[src/rtl/vrwt_pkg.sv]
// constants and types for the video-RAM wait/acknowledge and row-strobe timing block
package vrwt_pkg;

  // ---------------------------------------------------------------
  // register offsets (byte addresses)
  // ---------------------------------------------------------------
  localparam logic [3:0] OFS_OPTIONS = 4'h0;  // option word, a write is programming
  localparam logic [3:0] OFS_STATUS  = 4'h4;  // refresh counter and mode state

  // ---------------------------------------------------------------
  // option word field positions
  // ---------------------------------------------------------------
  localparam int OPT_W        = 11;
  localparam int POS_REFTIME  = 0;   // refresh_strobe_timing_sel, 2 bits
  localparam int POS_FIRSTDLY = 2;   // first_access_delay_sel, 2 bits
  localparam int POS_BURST    = 4;   // burst_wait_sel, 2 bits
  localparam int POS_XWAIT    = 6;   // extra_wait_count_sel
  localparam int POS_STYLE    = 7;   // handshake_style_sel
  localparam int POS_STAGGER  = 9;   // stagger_refresh_sel
  localparam int POS_SCRUB    = 10;  // error scrubbing mode select
  localparam logic [10:0] OPT_RESET = 11'h000;

  // ---------------------------------------------------------------
  // status word layout
  // ---------------------------------------------------------------
  localparam int POS_TESTMODE = 24;  // above the 24-bit refresh counter

  // ---------------------------------------------------------------
  // refresh strobe low and precharge, in positive edges
  // ---------------------------------------------------------------
  localparam logic [2:0] LOW_00 = 3'h2;
  localparam logic [2:0] PRE_00 = 3'h1;
  localparam logic [2:0] LOW_01 = 3'h3;
  localparam logic [2:0] PRE_01 = 3'h2;
  localparam logic [2:0] LOW_10 = 3'h2;
  localparam logic [2:0] PRE_10 = 3'h2;
  localparam logic [2:0] LOW_11 = 3'h4;
  localparam logic [2:0] PRE_11 = 3'h3;
  localparam logic [2:0] STAGGER_SPAN = 3'h3;  // last of four strobes starts 3 edges late

  // ---------------------------------------------------------------
  // controller states
  // ---------------------------------------------------------------
  typedef enum logic [2:0] {
    ST_IDLE,
    ST_ACCESS,
    ST_REFRESH,
    ST_PRECHARGE
  } vrwt_state_e;

endpackage

[src/rtl/vrwt_timing.sv]
// video-RAM access handshake, row/column strobe and refresh timing controller
//
// Implementation choices: strobed register access and the register addresses.
`timescale 1ns/1ns
module vrwt_timing #(
  parameter int CNT_W = 24,  // refresh counter width
  parameter int LO_W  = 13   // low half of the counter in test mode
) (
  // clock and reset
  input  wire logic        clk,
  input  wire logic        arst_n,
  // register port
  input  wire logic [3:0]  regAddr,
  input  wire logic [31:0] regWrData,
  input  wire logic        regWr,
  input  wire logic        regRd,
  output logic      [31:0] regRdData,
  // processor side pins (asynchronous)
  input  wire logic        accessRequestN,
  input  wire logic        extraWaitInN,
  input  wire logic        refreshRequestN,
  input  wire logic        secondPortGrant,
  // array side selection pins (asynchronous)
  input  wire logic [1:0]  columnStrobeEnableN,
  input  wire logic [1:0]  bankSelectInputs,
  input  wire logic [1:0]  cfgMode,
  // handshake outputs
  output logic             waitOutN,
  output logic             transferAckOutN,
  // array strobes
  output logic      [3:0]  rowStrobeN,
  output logic      [3:0]  colStrobeN
);

  // ---------------------------------------------------------------
  // elaboration checks
  // ---------------------------------------------------------------
  if (CNT_W != 24 || LO_W < 1 || LO_W >= CNT_W) begin : g_badParam
    $error("vrwt_timing: counter widths not supported");
  end

  // ---------------------------------------------------------------
  // reset release
  // ---------------------------------------------------------------
  logic [1:0] rstSync_q;  // two-stage release of the async reset
  logic       rstN;       // reset copy used by the whole block

  // async assert, clocked release
  always_ff @(posedge clk or negedge arst_n) begin
    if (!arst_n) begin
      rstSync_q <= 2'h0;
    end else begin
      rstSync_q <= {rstSync_q[0], 1'b1};
    end
  end
  assign rstN = rstSync_q[1];

  // ---------------------------------------------------------------
  // pin synchronisers: three flops, accept when last two agree
  // ---------------------------------------------------------------
  localparam int NPIN = 10;
  logic [NPIN-1:0] pinRaw;   // all pins from outside the clock domain
  logic [NPIN-1:0] pinS1_q;  // first stage, read by second only
  logic [NPIN-1:0] pinS2_q;
  logic [NPIN-1:0] pinS3_q;
  logic [NPIN-1:0] pin_q;    // filtered copy used by the logic

  assign pinRaw = {cfgMode, bankSelectInputs, columnStrobeEnableN, secondPortGrant,
                   refreshRequestN, extraWaitInN, accessRequestN};

  for (genvar gi = 0; gi < NPIN; gi++) begin : g_sync
    // reset value 1 keeps active-low pins idle; selection pins recover in 4 clocks
    always_ff @(posedge clk or negedge rstN) begin
      if (!rstN) begin
        pinS1_q[gi] <= 1'b1;
        pinS2_q[gi] <= 1'b1;
        pinS3_q[gi] <= 1'b1;
        pin_q[gi]   <= 1'b1;
      end else begin
        pinS1_q[gi] <= pinRaw[gi];
        pinS2_q[gi] <= pinS1_q[gi];
        pinS3_q[gi] <= pinS2_q[gi];
        // a single glitchy sample is ignored
        pin_q[gi]   <= (pinS2_q[gi] == pinS3_q[gi]) ? pinS3_q[gi] : pin_q[gi];
      end
    end
  end

  logic       accReq;   // access request active
  logic       xWait;    // extra wait requested
  logic       refReq;   // refresh request active
  logic       grant;    // second port grant level
  logic [1:0] colEn;    // column strobe enables, active high
  logic [1:0] bankSel;  // bank select
  logic [1:0] cfg;      // strobe grouping mode
  logic       enAct;    // any column enable active

  assign accReq  = !pin_q[0];
  assign xWait   = !pin_q[1];
  assign refReq  = !pin_q[2];
  assign grant   = pin_q[3];
  assign colEn   = ~pin_q[5:4];
  assign bankSel = pin_q[7:6];
  assign cfg     = pin_q[9:8];
  assign enAct   = |colEn;

  // ---------------------------------------------------------------
  // option register and read port
  // ---------------------------------------------------------------
  logic [vrwt_pkg::OPT_W-1:0] opt_q;     // programmed options
  logic [vrwt_pkg::OPT_W-1:0] opt_d;
  logic [31:0]                rdData_d;
  logic [CNT_W-1:0]           refCnt_q;  // refresh row counter
  logic                       testMode;

  // options change only on a programming write
  always_comb begin
    opt_d    = opt_q;
    rdData_d = 32'h0000_0000;
    if (regWr && regAddr == vrwt_pkg::OFS_OPTIONS) begin
      opt_d = regWrData[vrwt_pkg::OPT_W-1:0];
    end
    if (regRd) begin
      case (regAddr)
        vrwt_pkg::OFS_OPTIONS: rdData_d = {{(32-vrwt_pkg::OPT_W){1'b0}}, opt_q};
        vrwt_pkg::OFS_STATUS:  rdData_d = {{(31-CNT_W){1'b0}}, testMode, refCnt_q};
        default:               rdData_d = 32'h0000_0000;  // unmapped reads zero
      endcase
    end
  end

  // register the options and read data
  always_ff @(posedge clk or negedge rstN) begin
    if (!rstN) begin
      opt_q     <= vrwt_pkg::OPT_RESET;
      regRdData <= 32'h0000_0000;
    end else begin
      opt_q     <= opt_d;
      regRdData <= rdData_d;
    end
  end

  logic       optStyle;    // 0 wait, 1 acknowledge
  logic       optXWait;    // extra edges select
  logic [1:0] optBurst;
  logic [1:0] optFirst;
  logic [1:0] optRef;
  logic       optStagger;

  assign optStyle   = opt_q[vrwt_pkg::POS_STYLE];
  assign optXWait   = opt_q[vrwt_pkg::POS_XWAIT];
  assign optBurst   = opt_q[vrwt_pkg::POS_BURST +: 2];
  assign optFirst   = opt_q[vrwt_pkg::POS_FIRSTDLY +: 2];
  assign optRef     = opt_q[vrwt_pkg::POS_REFTIME +: 2];
  assign optStagger = opt_q[vrwt_pkg::POS_STAGGER];
  assign testMode   = optStagger && opt_q[vrwt_pkg::POS_SCRUB];

  // ---------------------------------------------------------------
  // refresh timing table
  // ---------------------------------------------------------------
  logic [2:0] lowTime;  // strobe low edges
  logic [2:0] preTime;  // precharge edges
  logic       grantTwo; // grant change costs two edges

  // pick refresh low and precharge figures
  always_comb begin
    case (optRef)
      2'h0:    begin lowTime = vrwt_pkg::LOW_00; preTime = vrwt_pkg::PRE_00; end
      2'h1:    begin lowTime = vrwt_pkg::LOW_01; preTime = vrwt_pkg::PRE_01; end
      2'h2:    begin lowTime = vrwt_pkg::LOW_10; preTime = vrwt_pkg::PRE_10; end
      default: begin lowTime = vrwt_pkg::LOW_11; preTime = vrwt_pkg::PRE_11; end
    endcase
  end
  assign grantTwo = optRef[0];  // options 01 and 11

  // ---------------------------------------------------------------
  // bank and column selection
  // ---------------------------------------------------------------
  logic [3:0] rasSel;  // banks selected for an access
  logic [3:0] casSel;  // column strobes selected

  // grouping: 0 all, 1 pairs by upper bit, else singles
  always_comb begin
    case (cfg)
      2'h0:    rasSel = 4'hF;
      2'h1:    rasSel = bankSel[1] ? 4'hC : 4'h3;
      default: rasSel = 4'h1 << bankSel;
    endcase
    casSel = (cfg == 2'h3) ? rasSel : ((cfg == 2'h0) ? 4'hF : rasSel);
  end

  // ---------------------------------------------------------------
  // main sequencer
  // ---------------------------------------------------------------
  vrwt_pkg::vrwt_state_e state_q, state_d;
  logic [2:0] cnt_q, cnt_d;        // refresh and precharge edge count
  logic [2:0] edge_q, edge_d;      // edges since access strobe went low
  logic       grantPrev_q;         // last seen grant level
  logic       grantHold_q, grantHold_d;  // second edge still blocked
  logic       pend_q, pend_d;      // request seen while busy
  logic       delayed_q, delayed_d;// current access was held off
  logic       xw_q, xw_d;          // extra wait caught at strobe
  logic [3:0] bank_q, bank_d;      // latched access banks
  logic [CNT_W-1:0] refCnt_d;
  logic       grantChg;
  logic       blocked;
  logic [2:0] refEnd;              // last edge of a refresh

  assign grantChg = grant != grantPrev_q;
  // first allowed start is the edge after the change, or the one after that
  assign blocked  = grantChg || grantHold_q;
  assign refEnd   = lowTime - 3'h1 + (optStagger ? vrwt_pkg::STAGGER_SPAN : 3'h0);

  // next state of the sequencer
  always_comb begin
    state_d     = state_q;
    cnt_d       = cnt_q;
    edge_d      = (edge_q == 3'h7) ? edge_q : edge_q + 3'h1;
    grantHold_d = grantChg && grantTwo;
    pend_d      = pend_q;
    delayed_d   = delayed_q;
    xw_d        = xw_q;
    bank_d      = bank_q;
    refCnt_d    = refCnt_q;
    case (state_q)
      vrwt_pkg::ST_IDLE: begin
        if (refReq) begin
          // refresh wins over an access
          state_d = vrwt_pkg::ST_REFRESH;
          cnt_d   = 3'h0;
          pend_d  = pend_q || accReq;
        end else if (accReq && blocked) begin
          pend_d = 1'b1;
        end else if (accReq) begin
          state_d   = vrwt_pkg::ST_ACCESS;
          edge_d    = 3'h0;
          delayed_d = pend_q;
          pend_d    = 1'b0;
          xw_d      = xWait;
          bank_d    = rasSel;
        end
      end
      vrwt_pkg::ST_ACCESS: begin
        if (!accReq) begin
          state_d = vrwt_pkg::ST_PRECHARGE;
          cnt_d   = 3'h0;
        end
      end
      vrwt_pkg::ST_REFRESH: begin
        pend_d = pend_q || accReq;
        cnt_d  = cnt_q + 3'h1;
        if (cnt_q == refEnd) begin
          state_d = vrwt_pkg::ST_PRECHARGE;
          cnt_d   = 3'h0;
          if (testMode) begin
            // two independent counters, both step
            refCnt_d = {refCnt_q[CNT_W-1:LO_W] + 1'b1, refCnt_q[LO_W-1:0] + 1'b1};
          end else begin
            refCnt_d = refCnt_q + 1'b1;
          end
        end
      end
      vrwt_pkg::ST_PRECHARGE: begin
        pend_d = pend_q || accReq;
        cnt_d  = cnt_q + 3'h1;
        if (cnt_q == preTime - 3'h1) begin
          state_d = vrwt_pkg::ST_IDLE;
        end
      end
      default: state_d = vrwt_pkg::ST_IDLE;
    endcase
  end

  // sequencer registers
  always_ff @(posedge clk or negedge rstN) begin
    if (!rstN) begin
      state_q     <= vrwt_pkg::ST_IDLE;
      cnt_q       <= 3'h0;
      edge_q      <= 3'h0;
      grantPrev_q <= 1'b1;
      grantHold_q <= 1'b0;
      pend_q      <= 1'b0;
      delayed_q   <= 1'b0;
      xw_q        <= 1'b0;
      bank_q      <= 4'h0;
      refCnt_q    <= '0;
    end else begin
      state_q     <= state_d;
      cnt_q       <= cnt_d;
      edge_q      <= edge_d;
      grantPrev_q <= grant;
      grantHold_q <= grantHold_d;
      pend_q      <= pend_d;
      delayed_q   <= delayed_d;
      xw_q        <= xw_d;
      bank_q      <= bank_d;
      refCnt_q    <= refCnt_d;
    end
  end

  // ---------------------------------------------------------------
  // first-access and burst handshake timing
  // ---------------------------------------------------------------
  logic       inAccess;
  logic [2:0] needPos;       // whole edges before ready
  logic       needHalf;      // plus one low clock level
  logic       halfReady_q;   // set on the falling edge once edges are met
  logic       enLow_q;       // enables seen active on a falling edge
  logic       firstReady;
  logic       firstDone_q, firstDone_d;
  logic       burstHold_q, burstHold_d;
  logic       burstWait;
  logic       ready;

  assign inAccess = state_q == vrwt_pkg::ST_ACCESS;

  // first-access delay per style and option
  always_comb begin
    case (optFirst)
      2'h0:    begin needPos = 3'h0; needHalf = 1'b0; end
      2'h1:    begin needPos = optStyle ? 3'h1 : 3'h0; needHalf = !optStyle; end
      2'h2:    begin needPos = 3'h0; needHalf = optStyle || delayed_q; end
      default: begin needPos = 3'h1; needHalf = optStyle; end
    endcase
    if (xw_q) begin
      needPos = needPos + (optXWait ? 3'h2 : 3'h1);
    end
  end

  assign firstReady = inAccess && edge_q >= needPos && (!needHalf || halfReady_q);

  // half-clock points: falling edge of the same clock
  always_ff @(negedge clk or negedge rstN) begin
    if (!rstN) begin
      halfReady_q <= 1'b0;
      enLow_q     <= 1'b0;
    end else begin
      halfReady_q <= inAccess && edge_q >= needPos;
      enLow_q     <= enAct;
    end
  end

  // burst tracking: hold is the enables-off state seen at the last edge
  always_comb begin
    firstDone_d = inAccess && (firstDone_q || firstReady);
    burstHold_d = firstDone_q && accReq && !enAct;
  end

  // burst registers
  always_ff @(posedge clk or negedge rstN) begin
    if (!rstN) begin
      firstDone_q <= 1'b0;
      burstHold_q <= 1'b0;
    end else begin
      firstDone_q <= firstDone_d;
      burstHold_q <= burstHold_d;
    end
  end

  // burst wait per option
  always_comb begin
    case (optBurst)
      2'h0:    burstWait = 1'b0;
      2'h1:    burstWait = !enAct || burstHold_q;
      2'h2:    burstWait = !enAct || (burstHold_q && !enLow_q);
      default: burstWait = !enAct;
    endcase
  end

  assign ready = firstDone_q ? !burstWait : firstReady;

  // one handshake pin active, the other parked high
  assign waitOutN        = !(!optStyle && accReq && !ready);
  assign transferAckOutN = !(optStyle && accReq && ready);

  // ---------------------------------------------------------------
  // array strobes
  // ---------------------------------------------------------------
  logic [3:0] refRas;  // refresh strobes

  for (genvar gb = 0; gb < 4; gb++) begin : g_ras
    // staggered strobes start one edge apart
    assign refRas[gb] = optStagger ? (cnt_q >= 3'(gb) && cnt_q < 3'(gb) + lowTime) : (cnt_q < lowTime);
  end

  // access strobes from the latched banks, refresh from the table
  always_comb begin
    rowStrobeN = 4'hF;
    if (inAccess) begin
      rowStrobeN = ~bank_q;
    end else if (state_q == vrwt_pkg::ST_REFRESH) begin
      rowStrobeN = ~refRas;
    end
    // each column strobe needs selection and its pair enable
    colStrobeN = ~({4{inAccess}} & casSel & {colEn[1], colEn[1], colEn[0], colEn[0]});
  end

endmodule

[config.mk]
export PLATFORM = sky130hd
export DESIGN_NAME = vrwt_timing
export DESIGN_NICKNAME = d
export VERILOG_FILES = /design/src/rtl/vrwt_pkg.sv /design/src/rtl/vrwt_timing.sv
export SDC_FILE = /design/constraint.sdc
export NUM_CORES = 1
export LEC_CHECK = 0
export CAP_MARGIN = 20
export CORE_MARGIN = 2
export CORE_UTILIZATION = 60
export DETAILED_ROUTE_END_ITERATION = 10
export DONT_BUFFER_PORTS = 1
export GPL_TIMING_DRIVEN = 0
export PLACE_DENSITY = 0.85
export SLEW_MARGIN = 20
export SYNTH_ARGS = -nofsm -noshare
export SYNTH_HDL_FRONTEND = slang
export SYNTH_SLANG_ARGS = --single-unit
export TNS_END_PERCENT = 20
[constraint.sdc]
create_clock -name clk -period 10.9 [get_ports clk]
set_input_delay 0 -clock clk [delete_from_list [all_inputs] [get_ports clk]]
set_output_delay 0 -clock clk [all_outputs]
set_load 0.02 [all_outputs]
==> metrics.txt, run 1 <==
CP max FO 7; Initial DRC Count around 160; Tot Pwr approximately 1.5 mW; Buf/Inv on CP 1; sinks on the clock net 123; Max Transition Viols Final 0; GPL Wtd Cong between 0.8 and 0.9; mean post-synth cell area about 12 um^2; Final Cell Area between 0.006 and 0.007 mm^2; TritonCTS clock tree built; P per Cell Area ~240 mW/mm^2; routed wire length roughly 11000 um; antenna violations before repair 0; Die X a little under 100 um; final hold violation count 0; largest net degree at the start of global routing 57; Root Buffer clkbuf_8; drt wl/cell around 18 um; Slew @ Worst Pin ~0.76 ns; status complete, no violations; metal2 WL 6000 um; Setup violations, final 0; sequential standard cell area between 0.003 and 0.004 mm^2; highest routed layer met4; Synth async-reset ratio 1.00; Hold Crit Class in2reg; setup TNS 0 ns; GRT overflow 0; CP cell instances o21ai_0 > inv_1 > ha_1 > nand2_1 > o21ai_0 > ha_1 > nand2b_1 > a21o_1 > a21oi_1 > nor2_1; first-pass GRT wire length approximately 19000 um; worst relative slew slack 0.484; Syn Inst Count 452; Post-synth EDFFs 0; Slowest cell on crit path dfrtp_1; Primary FF master, synth dfrtp_1; R2R depth 10; Placed Area ~0.0056 mm^2; synthesized flop and latch total 123; Post-DRT Antenna Nets 0; Largest stage delay, worst path between 0.4 and 0.5 ns; Crit Path Class reg2reg; worst hold path cell count 1; Synth Cell Area roughly 0.0054 mm^2; diodes inserted 0; met3 wire len around 540 um; Clock Path Buffers 2; maximum capacitance violations 0; core footprint ~0.0088 mm^2; Multi-input gate area approximately 0.0021 mm^2; Worst-path clk slew approximately 0.060 ns; final net count around 600; number of global-route vias before repair approximately 3700; distinct cell type count after synthesis 54; TritonCTS buffer count 17; most frequent cells in the layout dfrtp_1, dfstp_2, dlygate4sd3_1, ha_1, nor2_1; leakage 3.09 nW; Peak VDD IR 0.000144 V; drt pass-1 iters 4; Total Die Area between 0.009 and 0.01 mm^2; Final HPWL DP between 6000 and 7000 um; crit end category flip-flop; Setup crit start opt_q[7]$_DFFE_PN0P_; hold wc startpoint bankSelectInputs[1]; Clk Latency, worst-skew pair around 0.52 ns; post-synthesis sequential area ratio 0.576; number of buffers added on ports 0; Final Skew 0.0774 ns; H-tree levels 4; worst hold margin roughly 0.02 ns; Ports just over 90; Initial Utilization 0.620; worst endpoint required time roughly 5.7 ns; Startpoint Class flip-flop; DRC viols 0; share of layout cells above drive strength 1 0.209; critical path depth 10; Die Ht approximately 99 um; RR Startpoint opt_q[7]$_DFFE_PN0P_; Area Growth Syn to Fin 21.2%; Synthesis Warnings 0; Critical Path AT around 2.8 ns; Rows 34; RSZ-0062 raised after global routing false; fillers between 500 and 600; wl on met1 between 4000 and 5000 um; Final Util 0.751; routed via count between 3000 and 4000; crit-path leading delay family compound AO/OA/AOI/OAI gates; vias per cell 5.71; Total Routing Usage GR 0.249; commonest non-fill, non-tap cell in the layout dfrtp_1
==> worst paths after layout <==
check	end	slack, ns
worst max-delay path	halfReady_q$_DFF_NN0_	2.97
worst min-delay path	pinS1_q[7]$_DFF_PN1_	0.02
worst max register to register	halfReady_q$_DFF_NN0_	2.97
worst min register to register	refCnt_q[16]$_DFFE_PN0P_	0.26
max in group asynchronous	enLow_q$_DFF_NN0_	4.62
min in group asynchronous	rstSync_q[1]$_DFF_PN0_	0.24
==> registers in the layout, summed over array words and instances, names as in the netlist, 2 cells and up <==
register,cells
cfg,2
bank_q,4
pin_q,5
pinS3_q,10
rstSync_q,2
regRdData,25
state_q,2
refCnt_q,24
pinS1_q,10
edge_q,3
pinS2_q,10
cnt_q,3
bankSel,2
opt_q,11
==> final cells by class <==
type | count | share of cell area
timing repair buffer | 37 | 0.0604
tap | 108 | 0.0205
buffer | 19 | 0.0165
inverter | 23 | 0.0131
multi-input combinational | 293 | 0.323
clock buffer | 18 | 0.0667
clock inverter | 14 | 0.0234
sequential | 123 | 0.476
==> synth_stat cells, drive strengths merged (2+ instances only) <==
master / instances / share of area
xnor2: 18 / 0.032
dfrtp: 80 / 0.37
nand2: 29 / 0.021
and2: 16 / 0.018
a211oi: 2 / 0.0037
nand3: 11 / 0.010
dfrtn: 2 / 0.0092
mux2: 14 / 0.029
mux2i: 11 / 0.020
nand2b: 2 / 0.0023
or3: 3 / 0.0035
clkbuf: 7 / 0.0048
nand4: 7 / 0.0092
o21bai: 3 / 0.0041
ha: 32 / 0.074
maj3: 10 / 0.018
nor2: 31 / 0.021
a2bb2oi: 3 / 0.0048
o21a: 4 / 0.0055
a22oi: 2 / 0.0028
nor3b: 2 / 0.0028
and4: 2 / 0.0032
nor3: 6 / 0.0055
o41ai: 2 / 0.0032
nor2b: 6 / 0.0069
nor4: 5 / 0.0058
and3: 6 / 0.0074
a31oi: 2 / 0.0023
inv: 23 / 0.016
o21ai: 15 / 0.014
conb: 2 / 0.0014
dfstp: 41 / 0.20
a32oi: 2 / 0.0032
buf: 12 / 0.015
xor2: 13 / 0.021
a21oi: 15 / 0.014
o22ai: 3 / 0.0035
==> through the flow <==
stage	setup slack, ns	instances
final	2.97	635
after global placement	0.891	566
after detailed placement	3.05	568
after global routing	2.83	635
after floorplan	1.98	458
after CTS	2.96	634
==> power by group <==
group          leakage, nW  switching [mW]  total (mW)  internal (mW)
sequential            1.50          0.0664       0.591          0.525
clock                0.290           0.220       0.563          0.344
combinational         1.29           0.234       0.394          0.160
total                 3.09           0.520        1.55           1.03
==> worst reg2reg max path, cell delays in order, from the launching register on <==
cell      delay [ns]
dfrtp_1         0.46
o21ai_0         0.31
inv_1           0.08
ha_1            0.28
nand2_1         0.05
o21ai_0         0.09
ha_1            0.30
nand2b_1        0.15
a21o_1          0.17
a21oi_1         0.27
nor2_1          0.08
==> logic make-up after synthesis <==
group	share of synthesized area
AND/OR/NAND/NOR	0.125
flip-flops	0.576
XOR/XNOR	0.0528
multiplexers	0.0493
other	0.00138
adder cells (fa/ha/maj)	0.0922
buffers and inverters	0.0359
AO/OA/AOI/OAI	0.0668
==> what timing repair did <==
item,CTS,global route
hold endpoints to repair,38,1
resized for setup,0,0
hold buffers,34,1
buffers inserted,0,0
setup endpoints to repair,0,0
==> metal layers <==
metal | track usage | vias to the layer above
met1 | 0.294 | 1834
met3 | 0.0675 | 23
met2 | 0.436 | 109
li1 | - | 1657
met5 | 0 | -
met4 | 0.0938 | 0
No activity file was read; power rests on OpenSTA's default activity.
==> run 2: changes to the inputs <==
ABC_AREA = 1   (was not set)
CORE_UTILIZATION = 57   (was 60)
PLACE_DENSITY = 0.84   (was 0.85)
clock period = 6.9 ns   (was 10.9 ns; I/O delays follow)
==> metrics.txt, run 2 <==
sinks on the clock net 123 (unchanged); Ports 92 (unchanged); worst relative slew slack 0.557 (was 0.484); TritonCTS clock tree built (unchanged); NetSw 885 uW (was 520 uW); most used cell, CP inv_1; R2R depth 11 (was 10); share of layout cells above drive strength 1 0.142 (was 0.209); Biggest register regRdData (unchanged); GR met1 Demand/Resource 0.335 (was 0.294); Multi-input gate area 0.00228 mm^2 (was 0.00213 mm^2); Placed Area 0.00605 mm^2 (was 0.00564 mm^2); RSZ-0062 raised after global routing false (unchanged); switching power share of the total 0.361 (was 0.336); Post-DRT Antenna Nets 0 (unchanged); hold wc startpoint refreshRequestN (was bankSelectInputs[1]); Final HPWL DP 8850 um (was 6880 um); Synth async-reset ratio 1.00 (unchanged); drt wl/cell 16.1 um (was 17.7 um); maximum capacitance violations 0 (unchanged); Root Buffer clkbuf_8 (unchanged); Area Growth Syn to Fin 22.5% (was 21.2%); non-filler cells, final 844 (was 635); Clock Path Buffers 2 (unchanged); CP cell instances inv_1 > a21oi_1 > inv_1 > ha_1 > inv_1 > nand2_1 > ha_1 > nand3_1 > o211ai_1 > nand2_1 > inv_1 (was o21ai_0 > inv_1 > ha_1 > nand2_1 > o21ai_0 > ha_1 > nand2b_1 > a21o_1 > a21oi_1 > nor2_1); most frequent cell after synthesis nand2_1 (was dfrtp_1); Final Util 0.724 (was 0.751); Critical Path AT 2.30 ns (was 2.77 ns); antenna violations before repair 0 (unchanged); number of buffers added on ports 0 (unchanged); Worst-path clk slew 0.06 ns (about the same); crit end category flip-flop (unchanged); routing usage on met3 0.0605 (was 0.0675); Setup crit start opt_q[7]$_DFFE_PN0P_ (unchanged); Initial DRC Count 392 (was 163); Synth top cells by count nand2_1, dfrtp_1, inv_1 (was dfrtp_1, dfstp_2, ha_1); Largest register FFs 25 (unchanged); Max Transition Viols Final 0 (unchanged); Rows 36 (was 34); DRC viols 0 (unchanged); Synthesis Warnings 0 (unchanged); vias per cell 5.51 (was 5.71); Total Die Area 0.0110 mm^2 (was 0.00983 mm^2); Clk Latency, worst-skew pair 0.52 ns (about the same); worst hold path cell count 1 (unchanged); Initial Utilization 0.591 (was 0.620); Synth Cell Area 0.00580 mm^2 (was 0.00543 mm^2); Sequential Power Share 0.387 (was 0.382); H-tree levels 4 (unchanged); final hold violation count 0 (unchanged); Post-synth EDFFs 0 (unchanged); worst hold margin 0.0448 ns (was 0.0199 ns); final net count 780 (was 596); Yosys top cell area share 0.345 (was 0.369); GRT overflow 0 (unchanged); Total Routing Usage GR 0.264 (was 0.249); Startpoint Class flip-flop (unchanged); Die Ht 105 um (was 99.1 um); P per Cell Area 345 mW/mm^2 (was 235 mW/mm^2); RR Startpoint opt_q[7]$_DFFE_PN0P_ (unchanged); routed via count 4654 (was 3623); Comb power frac 0.275 (was 0.254); post-synthesis sequential area ratio 0.539 (was 0.576); fin worst setup slack 1.44 ns (was 2.97 ns); Final Cell Area 0.00711 mm^2 (was 0.00658 mm^2); most frequent cells in the layout nand2_1, inv_1, dfrtp_1, nor2_1, dlygate4sd3_1 (was dfrtp_1, dfstp_2, dlygate4sd3_1, ha_1, nor2_1); Synth area leader dfrtp_1 (unchanged); commonest non-fill, non-tap cell in the layout nand2_1 (was dfrtp_1); distinct cell type count after synthesis 38 (was 54); sequential standard cell area 0.00313 mm^2 (unchanged); met2 Track Usage GR 0.430 (was 0.436); pre-CTS setup slack 1.61 ns (was 3.05 ns); Largest stage delay, worst path 0.37 ns (was 0.46 ns); Final Skew 0.0741 ns (was 0.0774 ns); Slowest cell on crit path dfrtp_1 (unchanged); Clock power frac 0.338 (was 0.364); Cells after DPL 763 (was 568); Setup violations, final 0 (unchanged); worst endpoint required time 3.74 ns (was 5.74 ns); mean post-synth cell area 9.33 um^2 (was 12.0 um^2); Top Usage Layer GRT met2 (unchanged); post-CTS setup buffer count 0 (unchanged); synthesized flop and latch total 123 (unchanged); biggest regs regRdData: 25 flops, refCnt_q: 24 flops, opt_q: 11 flops (unchanged); leakage 3.39 nW (was 3.09 nW); Primary FF master, synth dfrtp_1 (unchanged); Tot Pwr 2.45 mW (was 1.55 mW); first-pass GRT wire length 22800 um (was 18700 um); routed wire length 13600 um (was 11200 um); core footprint 0.00982 mm^2 (was 0.00876 mm^2); number of global-route vias before repair 4774 (was 3735); drt pass-1 iters 5 (was 4); Power Internal 1.56 mW (was 1.03 mW); Slew @ Worst Pin 0.657 ns (was 0.764 ns); CP max FO 5 (was 7); setup TNS 0 ns (unchanged); GPL Wtd Cong 0.926 (was 0.850); fillers 693 (was 529); Die X 105 um (was 99.1 um); Crit Path Class reg2reg (unchanged); largest net degree at the start of global routing 61 (was 57); Peak VDD IR 0.000234 V (was 0.000144 V); Hold Crit Class in2reg (unchanged); Syn Inst Count 622 (was 452); status complete, no violations (unchanged); top cells by area, synth dfrtp_1, dfstp_2, nand2_1 (was dfrtp_1, dfstp_2, ha_1); TritonCTS buffer count 17 (unchanged); diodes inserted 0 (unchanged)
[run 2: cell types whose count changed after synthesis, moves of 10 or more]
cell	delta
and2_1	-16
inv_1	+57
mux2_2	-11
mux2i_1	-10
nand2_1	+116
nand3_1	+19
nor2_1	+25
o21ai_0	+17
xnor2_1	-11
[run 2: worst max-delay path, delay by kind of cell, from the launching register on]
family                   cells  cell delay [ns]
buffers and inverters        4             0.33
AND/OR/NAND/NOR              3             0.25
flip-flops                   1             0.37
AO/OA/AOI/OAI                2             0.33
adder cells (fa/ha/maj)      2             0.50
[run 2: kinds of logic (layout without fill, tap and decap cells)]
| kind of cell | Yosys count | count (layout) | share of synthesized area |
|---|---|---|---|
| compound gates | 72 | 72 | 0.0714 |
| mux | 4 | 4 | 0.00755 |
| buf+inv | 97 | 180 | 0.0708 |
| simple gates | 256 | 256 | 0.184 |
| fa+ha+maj | 42 | 42 | 0.0863 |
| other cells | 2 | 8 | 0.00129 |
| xor+xnor | 26 | 26 | 0.0393 |
| flops | 123 | 123 | 0.539 |
[run 2: worst paths after layout]
path / slack, ns / to
worst min register to register: 0.14 / regRdData[21]$_DFF_PN0_
worst min-delay path: 0.04 / pinS1_q[2]$_DFF_PN1_
worst max register to register: 1.44 / halfReady_q$_DFF_NN0_
min in group asynchronous: 0.14 / regRdData[21]$_DFF_PN0_
worst max-delay path: 1.44 / halfReady_q$_DFF_NN0_
max in group asynchronous: 2.82 / halfReady_q$_DFF_NN0_
[run 2: final cells by class]
| class | instances | area share |
|---|---|---|
| clock inverter | 13 | 0.0148 |
| buffer | 16 | 0.0150 |
| tap | 133 | 0.0234 |
| inverter | 81 | 0.0428 |
| sequential | 123 | 0.441 |
| timing repair buffer | 51 | 0.0767 |
| clock buffer | 19 | 0.0653 |
| multi-input combinational | 408 | 0.321 |
[run 2: layer usage]
| metal | up-vias | part of all wire | wire length (um) |
|---|---|---|---|
| li1 | 2136 | - | - |
| met1 | 2273 | 0.42 | 5670 |
| met2 | 212 | 0.49 | 6650 |
| met3 | 33 | 0.070 | 956 |
| met4 | 0 | 0.025 | 347 |
| met5 | - | 0 | 0 |
[run 2: timing repair]
action                     4_1_cts  5_1_grt
gates resized for setup          0        0
hold endpoints to repair        34        0
setup endpoints to repair        0        0
hold buffers                    49        0
[run 2: power by group through the flow]
| stage | clock network, mW | logic, mW | registers, mW |
|---|---|---|---|
| 2_1_floorplan | 0 | 0.482 | 0.928 |
| 3_3_place_gp | 0 | 0.571 | 0.956 |
| 3_5_place_dp | 0 | 0.626 | 0.951 |
| 4_1_cts | 0.841 | 0.659 | 0.942 |
| 5_1_grt | 0.880 | 0.754 | 0.959 |
| 6_report | 0.829 | 0.673 | 0.948 |
==> run 3: changes to the inputs <==
ABC_AREA = 0   (was 1)
CORE_UTILIZATION = 60   (was 57)
PLACE_DENSITY = 0.85   (was 0.84)
clock period = 5.6 ns   (was 6.9 ns; I/O delays follow)
==> metrics.txt, run 3 (same netlist as run 1, synthesis figures left out) <==
status complete, no violations (unchanged); GPL Wtd Cong 0.865 (was 0.926); RSZ-0062 raised after global routing false (unchanged); fillers 529 (was 693); DRC viols 0 (unchanged); sinks on the clock net 123 (unchanged); largest net degree at the start of global routing 55 (was 61); Area Growth Syn to Fin 20.1% (was 22.5%); final net count 592 (was 780); Rows 34 (was 36); fin worst setup slack 0.353 ns (was 1.44 ns); worst relative slew slack 0.474 (was 0.557); Comb power frac 0.250 (was 0.275); CP max FO 7 (was 5); Final HPWL DP 6880 um (was 8850 um); CP cell instances o21ai_0 > inv_1 > ha_1 > nand2_1 > o21ai_0 > ha_1 > nand2b_1 > a21o_1 > a21oi_1 > nor2_1 (was inv_1 > a21oi_1 > inv_1 > ha_1 > inv_1 > nand2_1 > ha_1 > nand3_1 > o211ai_1 > nand2_1 > inv_1); pre-CTS setup slack 0.430 ns (was 1.61 ns); switching power share of the total 0.333 (was 0.361); Biggest register regRdData (unchanged); Initial DRC Count 154 (was 392); TritonCTS clock tree built (unchanged); drt wl/cell 17.4 um (was 16.1 um); Startpoint Class flip-flop (unchanged); NetSw 971 uW (was 885 uW); H-tree levels 4 (unchanged); Gates resized, CTS repair 0 (unchanged); Largest register FFs 25 (unchanged); Total Die Area 0.00983 mm^2 (was 0.0110 mm^2); Die X 99.1 um (was 105 um); Critical Path AT 2.73 ns (was 2.30 ns); final hold violation count 0 (unchanged); Root Buffer clkbuf_8 (unchanged); Hold Crit Class in2reg (unchanged); share of layout cells above drive strength 1 0.210 (was 0.142); Crit Path Class reg2reg (unchanged); routed wire length 11000 um (was 13600 um); TritonCTS buffer count 17 (unchanged); biggest regs regRdData: 25 flops, refCnt_q: 24 flops, opt_q: 11 flops (unchanged); Peak VDD IR 0.000259 V (was 0.000234 V); antenna violations before repair 0 (unchanged); Largest stage delay, worst path 0.46 ns (was 0.37 ns); most frequent cells in the layout dfrtp_1, dfstp_2, ha_1, nor2_1, dlygate4sd3_1 (was nand2_1, inv_1, dfrtp_1, nor2_1, dlygate4sd3_1); crit end category flip-flop (unchanged); Initial Utilization 0.620 (was 0.591); vias per cell 5.55 (was 5.51); Clock power frac 0.358 (was 0.338); number of buffers added on ports 0 (unchanged); drt pass-1 iters 4 (was 5); Clk Latency, worst-skew pair 0.52 ns (about the same); Total Routing Usage GR 0.241 (was 0.264); Ports 92 (unchanged); Slew @ Worst Pin 0.780 ns (was 0.657 ns); core footprint 0.00876 mm^2 (was 0.00982 mm^2); worst endpoint required time 3.08 ns (was 3.74 ns); Slowest cell on crit path dfrtp_1 (unchanged); routed via count 3501 (was 4654); Final Skew 0.0772 ns (was 0.0741 ns); Sequential Power Share 0.392 (was 0.387); leakage 3.06 nW (was 3.39 nW); post-CTS setup buffer count 0 (unchanged); Worst-path clk slew 0.06 ns (about the same); Post-DRT Antenna Nets 0 (unchanged); Power Internal 1.95 mW (was 1.56 mW); first-pass GRT wire length 18200 um (was 22800 um); Max Transition Viols Final 0 (unchanged); setup TNS 0 ns (unchanged); P per Cell Area 448 mW/mm^2 (was 345 mW/mm^2); GRT overflow 0 (unchanged); Setup violations, final 0 (unchanged); Die Ht 99.1 um (was 105 um); crit-path leading delay family compound AO/OA/AOI/OAI gates (was adder cells); number of global-route vias before repair 3729 (was 4774); maximum capacitance violations 0 (unchanged); diodes inserted 0 (unchanged); Buf/Inv on CP 1 (was 4); Clock Path Buffers 2 (unchanged); commonest non-fill, non-tap cell in the layout dfrtp_1 (was nand2_1)
run 3: cell types whose count changed in the layout (fill, tap and decap cells not counted), moves of 8 or more:
cell           before  now
inv_1              80   23
nand2_1           144   28
o32ai_1             8    0
mux2_2              3   14
nor2_1             56   31
o21ai_0            31   14
mux2i_1             1   11
nand3_1            30   11
xnor2_1             5   16
and2_1              0   16
dlygate4sd3_1      49   31
xor2_1             21   13
run 3: routing by layer:
layer,wire length (um),GRT usage,up-vias
met1,4380,0.279,1765
met4,155,0.0832,0
li1,-,-,1644
met3,478,0.0717,14
met2,5940,0.427,78
met5,0,0,-
run 3: repair_timing:
item / in CTS / in global routing
endpoints found under the setup margin: 0 / 0
endpoints found under the hold margin: 38 / 0
hold buffers: 31 / 0
run 3: worst paths after layout:
| kind | endpoint | cells past startpoint | start | slack (ns) |
|---|---|---|---|---|
| min in group asynchronous | rstSync_q[1]$_DFF_PN0_ | 2 | arst_n | 0.24 |
| max in group asynchronous | halfReady_q$_DFF_NN0_ | 0 | rstSync_q[1]$_DFF_PN0_ | 2.22 |
| worst max-delay path | halfReady_q$_DFF_NN0_ | 10 | opt_q[7]$_DFFE_PN0P_ | 0.35 |
| worst max register to register | halfReady_q$_DFF_NN0_ | 10 | opt_q[7]$_DFFE_PN0P_ | 0.35 |
| worst min-delay path | pinS1_q[1]$_DFF_PN1_ | 1 | extraWaitInN | 0.02 |
| worst min register to register | cnt_q[0]$_DFFE_PN0P_ | 0 | rstSync_q[1]$_DFF_PN0_ | 0.27 |
run 3: stage by stage:
step	instance area (um^2)	hold WS, ns	cells	power [mW]	util
6_report	6520	0.0192	631	2.92	0.744
5_1_grt	6520	0.000489	631	3.08	0.744
4_1_cts	6520	0.000361	631	2.93	0.744
3_5_place_dp	5640	-0.296	568	1.86	0.643
3_3_place_gp	5590	-0.296	566	1.80	0.638
2_1_floorplan	5450	-0.296	458	1.68	-
run 3: layout make-up:
cell class / instances / area (um^2) / area share
plain buffers: 19 / 109 / 0.0167
clock inverters: 13 / 129 / 0.0198
multi-input cells: 293 / 2130 / 0.326
clock buffers: 19 / 442 / 0.0677
inverters: 23 / 86.3 / 0.0132
well taps: 108 / 135 / 0.0207
flip-flops and latches: 123 / 3130 / 0.481
repair buffers: 33 / 358 / 0.0549
run 3: power groups by stage:
stage | Clock (mW) | Sequential, mW | Combinational [mW]
after floorplan | 0 | 1.13 | 0.554
after global placement | 0 | 1.16 | 0.643
after detailed placement | 0 | 1.16 | 0.698
after CTS | 1.05 | 1.15 | 0.728
after global routing | 1.10 | 1.17 | 0.820
final | 1.05 | 1.15 | 0.729
run 3: worst register-to-register path: cells and delay by family, from the launching register on:
family	cells	cell delay [ns]
AO/OA/AOI/OAI	4	0.86
adder cells (fa/ha/maj)	2	0.54
buffers and inverters	1	0.08
flip-flops	1	0.46
AND/OR/NAND/NOR	3	0.27
